<file path="config.mk">
export PLATFORM = sky130hd
export DESIGN_NAME = ago_top
export DESIGN_NICKNAME = d
export VERILOG_FILES = /design/src/ago_pkg.sv /design/src/ago_fifo_if.sv /design/src/ago_fifo.sv /design/src/ago_top.sv
export SDC_FILE = /design/constraint.sdc
export NUM_CORES = 1
export LEC_CHECK = 0
export BUFFER_PORTS_ARGS = -buffer_cell sky130_fd_sc_hd__buf_4
export CORE_MARGIN = 4
export CORE_UTILIZATION = 35
export DETAILED_ROUTE_END_ITERATION = 8
export PLACE_DENSITY = 0.5
export RECOVER_POWER = 25
export SYNTH_ARGS = -nofsm -noshare
export SYNTH_HDL_FRONTEND = slang
export SYNTH_HIERARCHICAL = 1
export SYNTH_SLANG_ARGS = --single-unit
export TNS_END_PERCENT = 30
</file>
<file path="constraint.sdc">
create_clock -name mclk -period 4.4 [get_ports mclk]
set_clock_uncertainty 0.15 [all_clocks]
set_input_delay 0 -clock mclk [delete_from_list [all_inputs] [get_ports mclk]]
set_output_delay 0 -clock mclk [all_outputs]
set_load 0.05 [all_outputs]
</file>
<file path="src/ago_pkg.sv">
package ago_pkg;

  // Parallel host bus
  localparam int DATA_W = 14;
  localparam int ADDR_W = 2;
  localparam logic [1:0] ADDR_RESULT = 2'h0;
  localparam logic [1:0] ADDR_GAIN = 2'h1;
  localparam logic [1:0] ADDR_OFFSET = 2'h2;
  localparam logic [1:0] ADDR_CTRL = 2'h3;

  // Field layouts
  localparam int GAIN_W = 3;
  localparam int OFFS_W = 8;
  localparam int TM_W = 3;
  localparam int CTRL_PWD = 13;
  localparam int CTRL_REF = 12;
  localparam int CTRL_FMT = 11;
  localparam int CTRL_TM_LSB = 8;
  localparam int CTRL_OFF = 7;
  localparam logic [13:0] CTRL_MASK = 14'h3F80;

  // Reset values
  localparam logic [2:0] GAIN_RST = 3'h0;
  localparam logic [7:0] OFFS_RST = 8'h00;
  localparam logic [13:0] CTRL_RST = 14'h0000;
  localparam logic [13:0] DOUT_RST = 14'h0000;

  // Test input codes that leave the converter on the external signal
  localparam logic [2:0] TM_NORMAL_A = 3'h0;
  localparam logic [2:0] TM_NORMAL_B = 3'h4;

  // Pin synchroniser: cs_n, wr_n, rd_n, oe_n, addr, data
  localparam int PIN_W = 4 + ADDR_W + DATA_W;
  localparam logic [19:0] PIN_IDLE = 20'hF_0000;

  // Result buffer
  localparam int FIFO_DEPTH = 8;
  localparam int FIFO_W = DATA_W + 1;

endpackage

</file>
<file path="src/ago_fifo_if.sv">
`timescale 1ns/1ps
interface ago_fifo_if #(parameter int W = 15);
  logic in_valid;
  logic in_ready;
  logic [W-1:0] in_data;
  logic out_valid;
  logic out_ready;
  logic [W-1:0] out_data;

  modport src (
    output in_valid,
    output in_data,
    output out_ready,
    input in_ready,
    input out_valid,
    input out_data
  );

  modport fifo (
    input in_valid,
    input in_data,
    input out_ready,
    output in_ready,
    output out_valid,
    output out_data
  );
endinterface

</file>
<file path="src/ago_fifo.sv">
`timescale 1ns/1ps
module ago_fifo #(
  parameter int W = 15,
  parameter int DEPTH = 8
) (
  // Clock and reset
  input wire logic mclk,
  input wire logic nrst,
  // Buffer channel
  ago_fifo_if.fifo ch
);
  localparam int AW = $clog2(DEPTH);

  generate
    if (DEPTH < 2 || (1 << AW) != DEPTH || W < 1)
    begin : g_bad
      $error("ago_fifo: DEPTH must be a power of two >= 2");
    end
  endgenerate

  logic [W-1:0] mem [DEPTH];
  logic [AW-1:0] wr_ptr_ff;
  logic [AW-1:0] nxt_wr_ptr;
  logic [AW-1:0] rd_ptr_ff;
  logic [AW-1:0] nxt_rd_ptr;
  logic [AW:0] count_ff;
  logic [AW:0] nxt_count;
  logic [W-1:0] head_ff;
  logic [W-1:0] nxt_head;
  logic head_valid_ff;
  logic nxt_head_valid;
  logic push;
  logic pop;

  assign ch.in_ready = (count_ff != (AW+1)'(DEPTH));
  assign ch.out_valid = head_valid_ff;
  assign ch.out_data = head_ff;
  assign push = ch.in_valid && ch.in_ready;
  assign pop = head_valid_ff && ch.out_ready;

  // Head is kept in a register; a word written into an empty slot that is
  // also the next head is forwarded so the output never shows stale data
  always_comb
  begin
    nxt_wr_ptr = wr_ptr_ff + AW'(push);
    nxt_rd_ptr = rd_ptr_ff + AW'(pop);
    nxt_count = count_ff + (AW+1)'(push) - (AW+1)'(pop);
    nxt_head_valid = (nxt_count != '0);
    if (push && (wr_ptr_ff == nxt_rd_ptr))
      nxt_head = ch.in_data;
    else
      nxt_head = mem[nxt_rd_ptr];
  end

  always_ff @(posedge mclk)
  begin
    if (push)
      mem[wr_ptr_ff] <= ch.in_data;
  end

  always_ff @(posedge mclk)
  begin
    if (!nrst)
    begin
      wr_ptr_ff <= '0;
      rd_ptr_ff <= '0;
      count_ff <= '0;
      head_ff <= '0;
      head_valid_ff <= 1'b0;
    end
    else
    begin
      wr_ptr_ff <= nxt_wr_ptr;
      rd_ptr_ff <= nxt_rd_ptr;
      count_ff <= nxt_count;
      head_ff <= nxt_head;
      head_valid_ff <= nxt_head_valid;
    end
  end
endmodule

</file>
<file path="src/ago_top.sv">
`timescale 1ns/1ps
module ago_top #(
  parameter int FIFO_DEPTH = ago_pkg::FIFO_DEPTH
) (
  // Clock and reset
  input wire logic mclk,
  input wire logic nrst,
  // Host parallel bus
  input wire logic cs_n,
  input wire logic wr_n,
  input wire logic rd_n,
  input wire logic oe_n,
  input wire logic [ago_pkg::ADDR_W-1:0] addr,
  input wire logic [ago_pkg::DATA_W-1:0] data_i,
  output logic [ago_pkg::DATA_W-1:0] data_o,
  output logic data_oe,
  // Converter core results
  input wire logic [ago_pkg::DATA_W-1:0] core_sample,
  input wire logic core_range_raw,
  input wire logic core_valid,
  output logic core_ready,
  // Analog front-end controls
  output logic ext_ref_sel,
  output logic [ago_pkg::GAIN_W-1:0] gain_step_code,
  output logic [ago_pkg::TM_W-1:0] test_input_select,
  output logic test_active,
  output logic power_down,
  // Status that accompanies each result
  output logic range_exceeded_flag
);
  localparam int DW = ago_pkg::DATA_W;
  localparam int PW = ago_pkg::PIN_W;

  generate
    if (FIFO_DEPTH < 2 || FIFO_DEPTH > 256)
    begin : g_bad
      $error("ago_top: FIFO_DEPTH out of range");
    end
  endgenerate

  // Pin synchroniser, three stages then agreement filter
  logic [PW-1:0] pin_raw;
  logic [PW-1:0] s1_ff;
  logic [PW-1:0] s2_ff;
  logic [PW-1:0] s3_ff;
  logic [PW-1:0] filt_ff;
  logic [PW-1:0] nxt_filt;
  logic [PW-1:0] prev_ff;

  assign pin_raw = {cs_n, wr_n, rd_n, oe_n, addr, data_i};

  genvar gi;
  generate
    for (gi = 0; gi < PW; gi++)
    begin : g_filt
      assign nxt_filt[gi] = (s2_ff[gi] == s3_ff[gi]) ? s3_ff[gi]
                                                     : filt_ff[gi];
    end
  endgenerate

  always_ff @(posedge mclk)
  begin
    if (!nrst)
    begin
      s1_ff <= ago_pkg::PIN_IDLE;
      s2_ff <= ago_pkg::PIN_IDLE;
      s3_ff <= ago_pkg::PIN_IDLE;
      filt_ff <= ago_pkg::PIN_IDLE;
      prev_ff <= ago_pkg::PIN_IDLE;
    end
    else
    begin
      s1_ff <= pin_raw;
      s2_ff <= s1_ff;
      s3_ff <= s2_ff;
      filt_ff <= nxt_filt;
      prev_ff <= filt_ff;
    end
  end

  // Filtered pin fields
  logic cs_prev_n;
  logic wr_now_n;
  logic wr_prev_n;
  logic rd_now_n;
  logic rd_prev_n;
  logic oe_now_n;
  logic [ago_pkg::ADDR_W-1:0] addr_q;
  logic [DW-1:0] data_q;
  logic wr_evt;
  logic rd_evt;

  assign cs_prev_n = prev_ff[PW-1];
  assign wr_now_n = filt_ff[PW-2];
  assign wr_prev_n = prev_ff[PW-2];
  assign rd_now_n = filt_ff[PW-3];
  assign rd_prev_n = prev_ff[PW-3];
  assign oe_now_n = filt_ff[PW-4];
  assign addr_q = prev_ff[DW +: ago_pkg::ADDR_W];
  assign data_q = prev_ff[DW-1:0];
  // Write lands on the trailing edge of wr_n, when data has settled
  assign wr_evt = wr_now_n && !wr_prev_n && !cs_prev_n;
  assign rd_evt = !rd_now_n && rd_prev_n && !cs_prev_n;

  // Register file
  logic [ago_pkg::GAIN_W-1:0] gain_ff;
  logic [ago_pkg::GAIN_W-1:0] nxt_gain;
  logic [ago_pkg::OFFS_W-1:0] offs_ff;
  logic [ago_pkg::OFFS_W-1:0] nxt_offs;
  logic [DW-1:0] ctrl_ff;
  logic [DW-1:0] nxt_ctrl;

  always_comb
  begin
    nxt_gain = gain_ff;
    nxt_offs = offs_ff;
    nxt_ctrl = ctrl_ff;
    if (wr_evt)
    begin
      case (addr_q)
        ago_pkg::ADDR_GAIN: nxt_gain = data_q[ago_pkg::GAIN_W-1:0];
        ago_pkg::ADDR_OFFSET: nxt_offs = data_q[ago_pkg::OFFS_W-1:0];
        ago_pkg::ADDR_CTRL: nxt_ctrl = data_q & ago_pkg::CTRL_MASK;
        default: nxt_ctrl = ctrl_ff;
      endcase
    end
  end

  always_ff @(posedge mclk)
  begin
    if (!nrst)
    begin
      gain_ff <= ago_pkg::GAIN_RST;
      offs_ff <= ago_pkg::OFFS_RST;
      ctrl_ff <= ago_pkg::CTRL_RST;
    end
    else
    begin
      gain_ff <= nxt_gain;
      offs_ff <= nxt_offs;
      ctrl_ff <= nxt_ctrl;
    end
  end

  // Sample stage: offset correction with saturation
  logic stage_valid_ff;
  logic nxt_stage_valid;
  logic [DW:0] stage_ff;
  logic [DW:0] nxt_stage;
  logic core_ready_ff;
  logic nxt_core_ready;
  logic take;
  logic corr_en;
  logic [DW:0] diff;
  logic [DW-1:0] corrected;

  ago_fifo_if #(.W(ago_pkg::FIFO_W)) buf_ch ();

  assign take = core_valid && core_ready_ff;
  assign corr_en = !ctrl_ff[ago_pkg::CTRL_OFF];

  always_comb
  begin
    diff = {core_sample[DW-1], core_sample}
         - {{(DW+1-ago_pkg::OFFS_W){offs_ff[ago_pkg::OFFS_W-1]}},
            offs_ff};
    if (!corr_en)
      corrected = core_sample;
    else if (diff[DW] != diff[DW-1])
      corrected = {diff[DW], {(DW-1){!diff[DW]}}};
    else
      corrected = diff[DW-1:0];
    nxt_stage = stage_ff;
    nxt_stage_valid = stage_valid_ff;
    if (stage_valid_ff && buf_ch.in_ready)
      nxt_stage_valid = 1'b0;
    if (take)
    begin
      // Flag is sampled per result, never held over from earlier ones
      nxt_stage = {core_range_raw, corrected};
      nxt_stage_valid = 1'b1;
    end
    // Half-rate acceptance keeps ready a plain flop; far above sample rate
    nxt_core_ready = !nxt_stage_valid;
  end

  always_ff @(posedge mclk)
  begin
    if (!nrst)
    begin
      stage_ff <= '0;
      stage_valid_ff <= 1'b0;
      core_ready_ff <= 1'b0;
    end
    else
    begin
      stage_ff <= nxt_stage;
      stage_valid_ff <= nxt_stage_valid;
      core_ready_ff <= nxt_core_ready;
    end
  end

  assign buf_ch.in_valid = stage_valid_ff;
  assign buf_ch.in_data = stage_ff;
  assign buf_ch.out_ready = rd_evt && (addr_q == ago_pkg::ADDR_RESULT);

  ago_fifo #(
    .W(ago_pkg::FIFO_W),
    .DEPTH(FIFO_DEPTH)
  ) u_fifo (
    .mclk(mclk),
    .nrst(nrst),
    .ch(buf_ch.fifo)
  );

  // Read path and output pins
  logic [DW-1:0] dout_ff;
  logic [DW-1:0] nxt_dout;
  logic flag_ff;
  logic nxt_flag;
  logic oe_ff;
  logic nxt_oe;
  logic [DW-1:0] result_fmt;

  // Straight binary flips the sign bit of the two's complement result
  assign result_fmt = ctrl_ff[ago_pkg::CTRL_FMT]
                    ? buf_ch.out_data[DW-1:0]
                    : {!buf_ch.out_data[DW-1], buf_ch.out_data[DW-2:0]};

  always_comb
  begin
    nxt_dout = dout_ff;
    nxt_flag = flag_ff;
    nxt_oe = !oe_now_n;
    if (rd_evt)
    begin
      case (addr_q)
        ago_pkg::ADDR_RESULT:
        begin
          if (buf_ch.out_valid)
          begin
            nxt_dout = result_fmt;
            nxt_flag = buf_ch.out_data[DW];
          end
        end
        ago_pkg::ADDR_GAIN:
          nxt_dout = {{(DW-ago_pkg::GAIN_W){1'b0}}, gain_ff};
        ago_pkg::ADDR_OFFSET:
          nxt_dout = {{(DW-ago_pkg::OFFS_W){1'b0}}, offs_ff};
        ago_pkg::ADDR_CTRL:
          nxt_dout = ctrl_ff;
        default:
          nxt_dout = dout_ff;
      endcase
    end
  end

  always_ff @(posedge mclk)
  begin
    if (!nrst)
    begin
      dout_ff <= ago_pkg::DOUT_RST;
      flag_ff <= 1'b0;
      oe_ff <= 1'b0;
    end
    else
    begin
      dout_ff <= nxt_dout;
      flag_ff <= nxt_flag;
      oe_ff <= nxt_oe;
    end
  end

  // Analog controls, registered from the control fields and the gain register
  logic ref_ff;
  logic [ago_pkg::GAIN_W-1:0] gcode_ff;
  logic [ago_pkg::TM_W-1:0] tm_ff;
  logic tact_ff;
  logic pwd_ff;
  logic nxt_ref;
  logic [ago_pkg::TM_W-1:0] nxt_tm;
  logic nxt_tact;
  logic nxt_pwd;

  always_comb
  begin
    nxt_ref = nxt_ctrl[ago_pkg::CTRL_REF];
    nxt_tm = nxt_ctrl[ago_pkg::CTRL_TM_LSB +: ago_pkg::TM_W];
    nxt_tact = (nxt_tm != ago_pkg::TM_NORMAL_A)
            && (nxt_tm != ago_pkg::TM_NORMAL_B);
    nxt_pwd = nxt_ctrl[ago_pkg::CTRL_PWD];
  end

  always_ff @(posedge mclk)
  begin
    if (!nrst)
    begin
      ref_ff <= 1'b0;
      gcode_ff <= ago_pkg::GAIN_RST;
      tm_ff <= '0;
      tact_ff <= 1'b0;
      pwd_ff <= 1'b0;
    end
    else
    begin
      ref_ff <= nxt_ref;
      gcode_ff <= nxt_gain;
      tm_ff <= nxt_tm;
      tact_ff <= nxt_tact;
      pwd_ff <= nxt_pwd;
    end
  end

  assign data_o = dout_ff;
  assign data_oe = oe_ff;
  assign range_exceeded_flag = flag_ff;
  assign core_ready = core_ready_ff;
  assign ext_ref_sel = ref_ff;
  assign gain_step_code = gcode_ff;
  assign test_input_select = tm_ff;
  assign test_active = tact_ff;
  assign power_down = pwd_ff;
endmodule

</file>
==> results.yml <==
floorplanning:
  floorplan_die_height_um: 188.1
  rows: 65
  coreArea_um2: 31800
  die-width_um: 188.1
  starting_density_pct: 35.71
  die-area_um2: 35390
  ios: 64
logic_synthesis:
  mappedNetlistNets: 932
  yosys.area.top_type_share_pct: 31.73
  post_synth.cell_area_avg_um2: 13.07
  post_synth_and_or_nand_nor_area_fraction_pct: 11.62
  synth_top_family_by_area: "simple AND/OR/NAND/NOR gates"
  synth.mux.area_fraction_pct: 9.046
  yosys.area_share.xor_xnor_pct: 1.476
  syn-cell-area_um2: 11360
  yosys.area_share.adder_pct: 2.887
  synth_compound_gate_area_share_pct: 9.707
  number_of_flops_mapped_to_enable_cells_by_yosys: 120
  synth_async_sr_flop_share_pct: 0
  yosys.area.top_type: "edfxtp_1"
  yosys_most_used_dff: "dfxtp_1"
  synth-warning-count: 6
  synth.lib_cells_used.distinct: 60
  ranking_of_synthesized_cells_by_area: "edfxtp_1 (32%), dfxtp_1 (31%), mux4_2 (5.9%)"
  yosys_register_bits: 297
  syn-instance-count: 869
  seq_area_frac_synth_pct: 62.94
timing:
  timing_worst_slew_pin_value_ns: 1.130
  grt_setup_unrepaired: "false"
  maxSlewViolCount: 0
  final_hold_viol_count: 0
  post-route-min-period_ns: 3.699
  max_clock_freq_mhz: 270.3
  finalSetupViolations: 0
  hold_slack_ns: 0.02492
  slew_headroom_pct: 24.44
  tns_ns: 0
  period_share_pct: 84.08
cells_and_area:
  fraction_of_final_layout_cells_sized_beyond_drive_strength_1_pct: 18.44
  synthToLayoutAreaGrowth_pct: 22.87
  final_net_count: 1052
  fill_count: 2939
  mostFrequentLayoutCells: "dfxtp_1 (177), edfxtp_1 (120), buf_4 (75)"
  antennaDiodeCount: 0
  final_area_um2: 13950
  layout_commonest_cell: "dfxtp_1"
clocking:
  cts-root-to-sink-buffers: 3
  htreeDepth: 1
  cts.clk_slew.worst_paths_ns: 0.06
  insertion_delay_ns: 0.55
  cts_num_sinks: 297
  ctsRootBufferMaster: "clkbuf_16"
  cts_tree: "done"
  cts_inserted_buffers: 31
  cts_resized: 0
power:
  power.sequential.fraction_pct: 50.0
  comb_power_share_pct: 4.4
  power_density_nw_per_um2: 425.9
  power.static_leakage_nw: 5.098
  netSwitchingFraction_pct: 20.82
  cell_internal_pwr_mw: 4.706
  clock_power_share_pct: 45.6
  switching_power_mw: 1.238
  vdd_ir_drop_max_v: 0.0003094
worst_setup_path:
  worstSetupEndpointType: "register"
  worst_setup_path_start_kind: "register"
  r2r_slack_ns: 0.70
  path_delay_family: "compound AO/OA/AOI/OAI gates"
  crit_path_top_delay_cell: "a311o_1"
  worst_r2r_endpoint: "buf_ch.in_data[5]"
  critical_path.n_buffers_inverters: 2
  path_cells: "inv_1, ha_1, a21oi_1, o21ai_0, a31oi_1, o21ai_1, nor3b_1, a311o_1, a41oi_1, o21ai_1, dlygate4sd3_1"
  crit_top_cell: "o21ai_1"
  reg2reg_from: "offs_ff[7]"
  worst_r2r_path_depth: 11
  crit_required_ns: 4.68
  setup.worst_path.class: "register to register"
  cp_slowest_stage_delay_ns: 0.56
  path_max_fanout: 13
  critPathArrivalTime_ns: 3.98
hold_path:
  min_from: "cs_n"
  number_of_instances_on_the_worst_hold_path: 3
  min-delay-path-class: "input port to register"
  hold_path_end: "s1_ff[19]"
place:
  finalWeightedCongestion: 0.7395
  dpl-instance-area_um2: 12340
  numPortBuffers: 63
  place_hpwl_um: 15900
global_route:
  global_route.overflow_total: 0
  grt_max_degree: 127
  grt_antenna_before_repair: 0
  grt_pass1_vias: 6860
  first_pass_grt_wire_length_um: 38780
  grt_usage_pct: 13.84
drt:
  vias: 6778
  routed_wirelength_um: 24420
  antenna_violating_nets_post_route: 0
  via_per_inst: 4.678
  detailedRoute.firstIterationViolations: 310
  drt_first_pass_iters: 5
  post_drt_wl_per_cell_um: 16.85
  total_drc_errors_in_the_routed_layout: 0
run_status:
  run_status: "complete, no violations"
flow_run:
  timing.max_cap.violations: 0
==> metal layers <==
layer	wire, µm	track usage (%)
met5	0	0
met4	399	3.388
met3	888	2.327
met2	11900	23.68
met1	11230	18.40
==> worst reg2reg max path: cells and delay by family, from the launching register on <==
family / cells / cell delay (ns)
compound gates: 7 / 1.74
simple gates: 1 / 0.16
fa+ha+maj: 1 / 0.38
flops: 1 / 0.31
buf+inv: 2 / 0.85
==> cell usage after synthesis, types with 4 or more instances <==
| master | instances |
|---|---|
| xnor2_1 | 10 |
| nor3_1 | 8 |
| edfxtp_1 | 120 |
| o211ai_1 | 4 |
| a21boi_0 | 27 |
| xor2_1 | 6 |
| dfxtp_1 | 177 |
| mux4_2 | 30 |
| nor3b_1 | 9 |
| a221oi_1 | 7 |
| and2_1 | 72 |
| o2bb2ai_1 | 14 |
| a21oi_1 | 21 |
| mux2i_1 | 34 |
| buf_4 | 4 |
| nor2_1 | 32 |
| nand2_1 | 56 |
| inv_1 | 19 |
| nor2b_1 | 19 |
| nand3_1 | 14 |
| o21ai_1 | 14 |
| buf_2 | 4 |
| nand2b_1 | 18 |
| ha_1 | 23 |
| o21ai_0 | 39 |
| a21oi_2 | 10 |
| clkbuf_1 | 28 |
==> flip-flops by register name (all words and copies together), names as in the netlist <==
register / flops
prev_ff: 19
filt_ff: 20
data_oe: 1
range_exceeded_flag: 1
u_fifo/mem: 120
u_fifo/ch.out_valid: 1
gain_step_code: 3
offs_ff: 8
u_fifo/ch.out_data: 15
u_fifo/count_ff: 4
test_active: 1
core_ready: 1
u_fifo/wr_ptr_ff: 3
ctrl_ff: 7
data_o: 14
u_fifo/rd_ptr_ff: 3
buf_ch.in_valid: 1
s1_ff: 20
s2_ff: 20
buf_ch.in_data: 15
s3_ff: 20
==> power by group through the flow <==
stage | Clock (mW) | Sequential, mW | Combinational [mW]
2_1_floorplan | 0 | 3.01 | 0.156
3_3_place_gp | 0 | 3.04 | 0.225
3_5_place_dp | 0 | 3.04 | 0.226
4_1_cts | 2.79 | 2.98 | 0.262
5_1_grt | 2.92 | 2.98 | 0.290
6_report | 2.71 | 2.97 | 0.259
==> kinds of logic (layout without fill, tap and decap cells) <==
group / Yosys count / count (layout)
buf+inv: 61 / 206
compound gates: 161 / 161
simple gates: 243 / 243
fa+ha+maj: 25 / 25
flops: 297 / 297
xor+xnor: 17 / 17
mux: 65 / 65
==> how the worst max path moves through the flow <==
stage,end,from,cells past startpoint
after CTS,buf_ch.in_data[5],offs_ff[7],11
final,buf_ch.in_data[5],offs_ff[7],11
after floorplan,u_fifo/mem[0][0],u_fifo/count_ff[2],5
after global placement,u_fifo/ch.out_data[0],prev_ff[14],8
after detailed placement,u_fifo/ch.out_data[0],prev_ff[14],8
after global routing,buf_ch.in_data[5],offs_ff[7],11
==> area by class of cell <==
| type | instances | area (µm²) | area share (%) |
|---|---|---|---|
| timing repair buffer | 128 | 1094 | 7.837 |
| clock inverter | 16 | 193.9 | 1.390 |
| inverter | 20 | 75.07 | 0.5380 |
| sequential | 297 | 7147 | 51.22 |
| tap | 435 | 544.3 | 3.901 |
| clock buffer | 42 | 888.4 | 6.367 |
| multi-input combinational | 511 | 4011 | 28.75 |
==> timing repair <==
item | CTS | global route
hold endpoints to repair | 69 | 0
setup buffers | 0 | 0
hold buffers | 53 | 0
==> per-stage QoR <==
step / power (mW) / utilization (%) / setup slack [ns] / instances
final: 5.943 / 43.88 / 0.7005 / 1449
after detailed placement: 3.262 / 38.81 / 0.9725 / 1338
after floorplan: 3.165 / - / 1.411 / 869
after global placement: 3.261 / 38.81 / 1.003 / 1338
after global routing: 6.190 / 43.88 / 0.3695 / 1449
after CTS: 6.029 / 43.88 / 0.6980 / 1449
(Power assumes the default switching activity.)
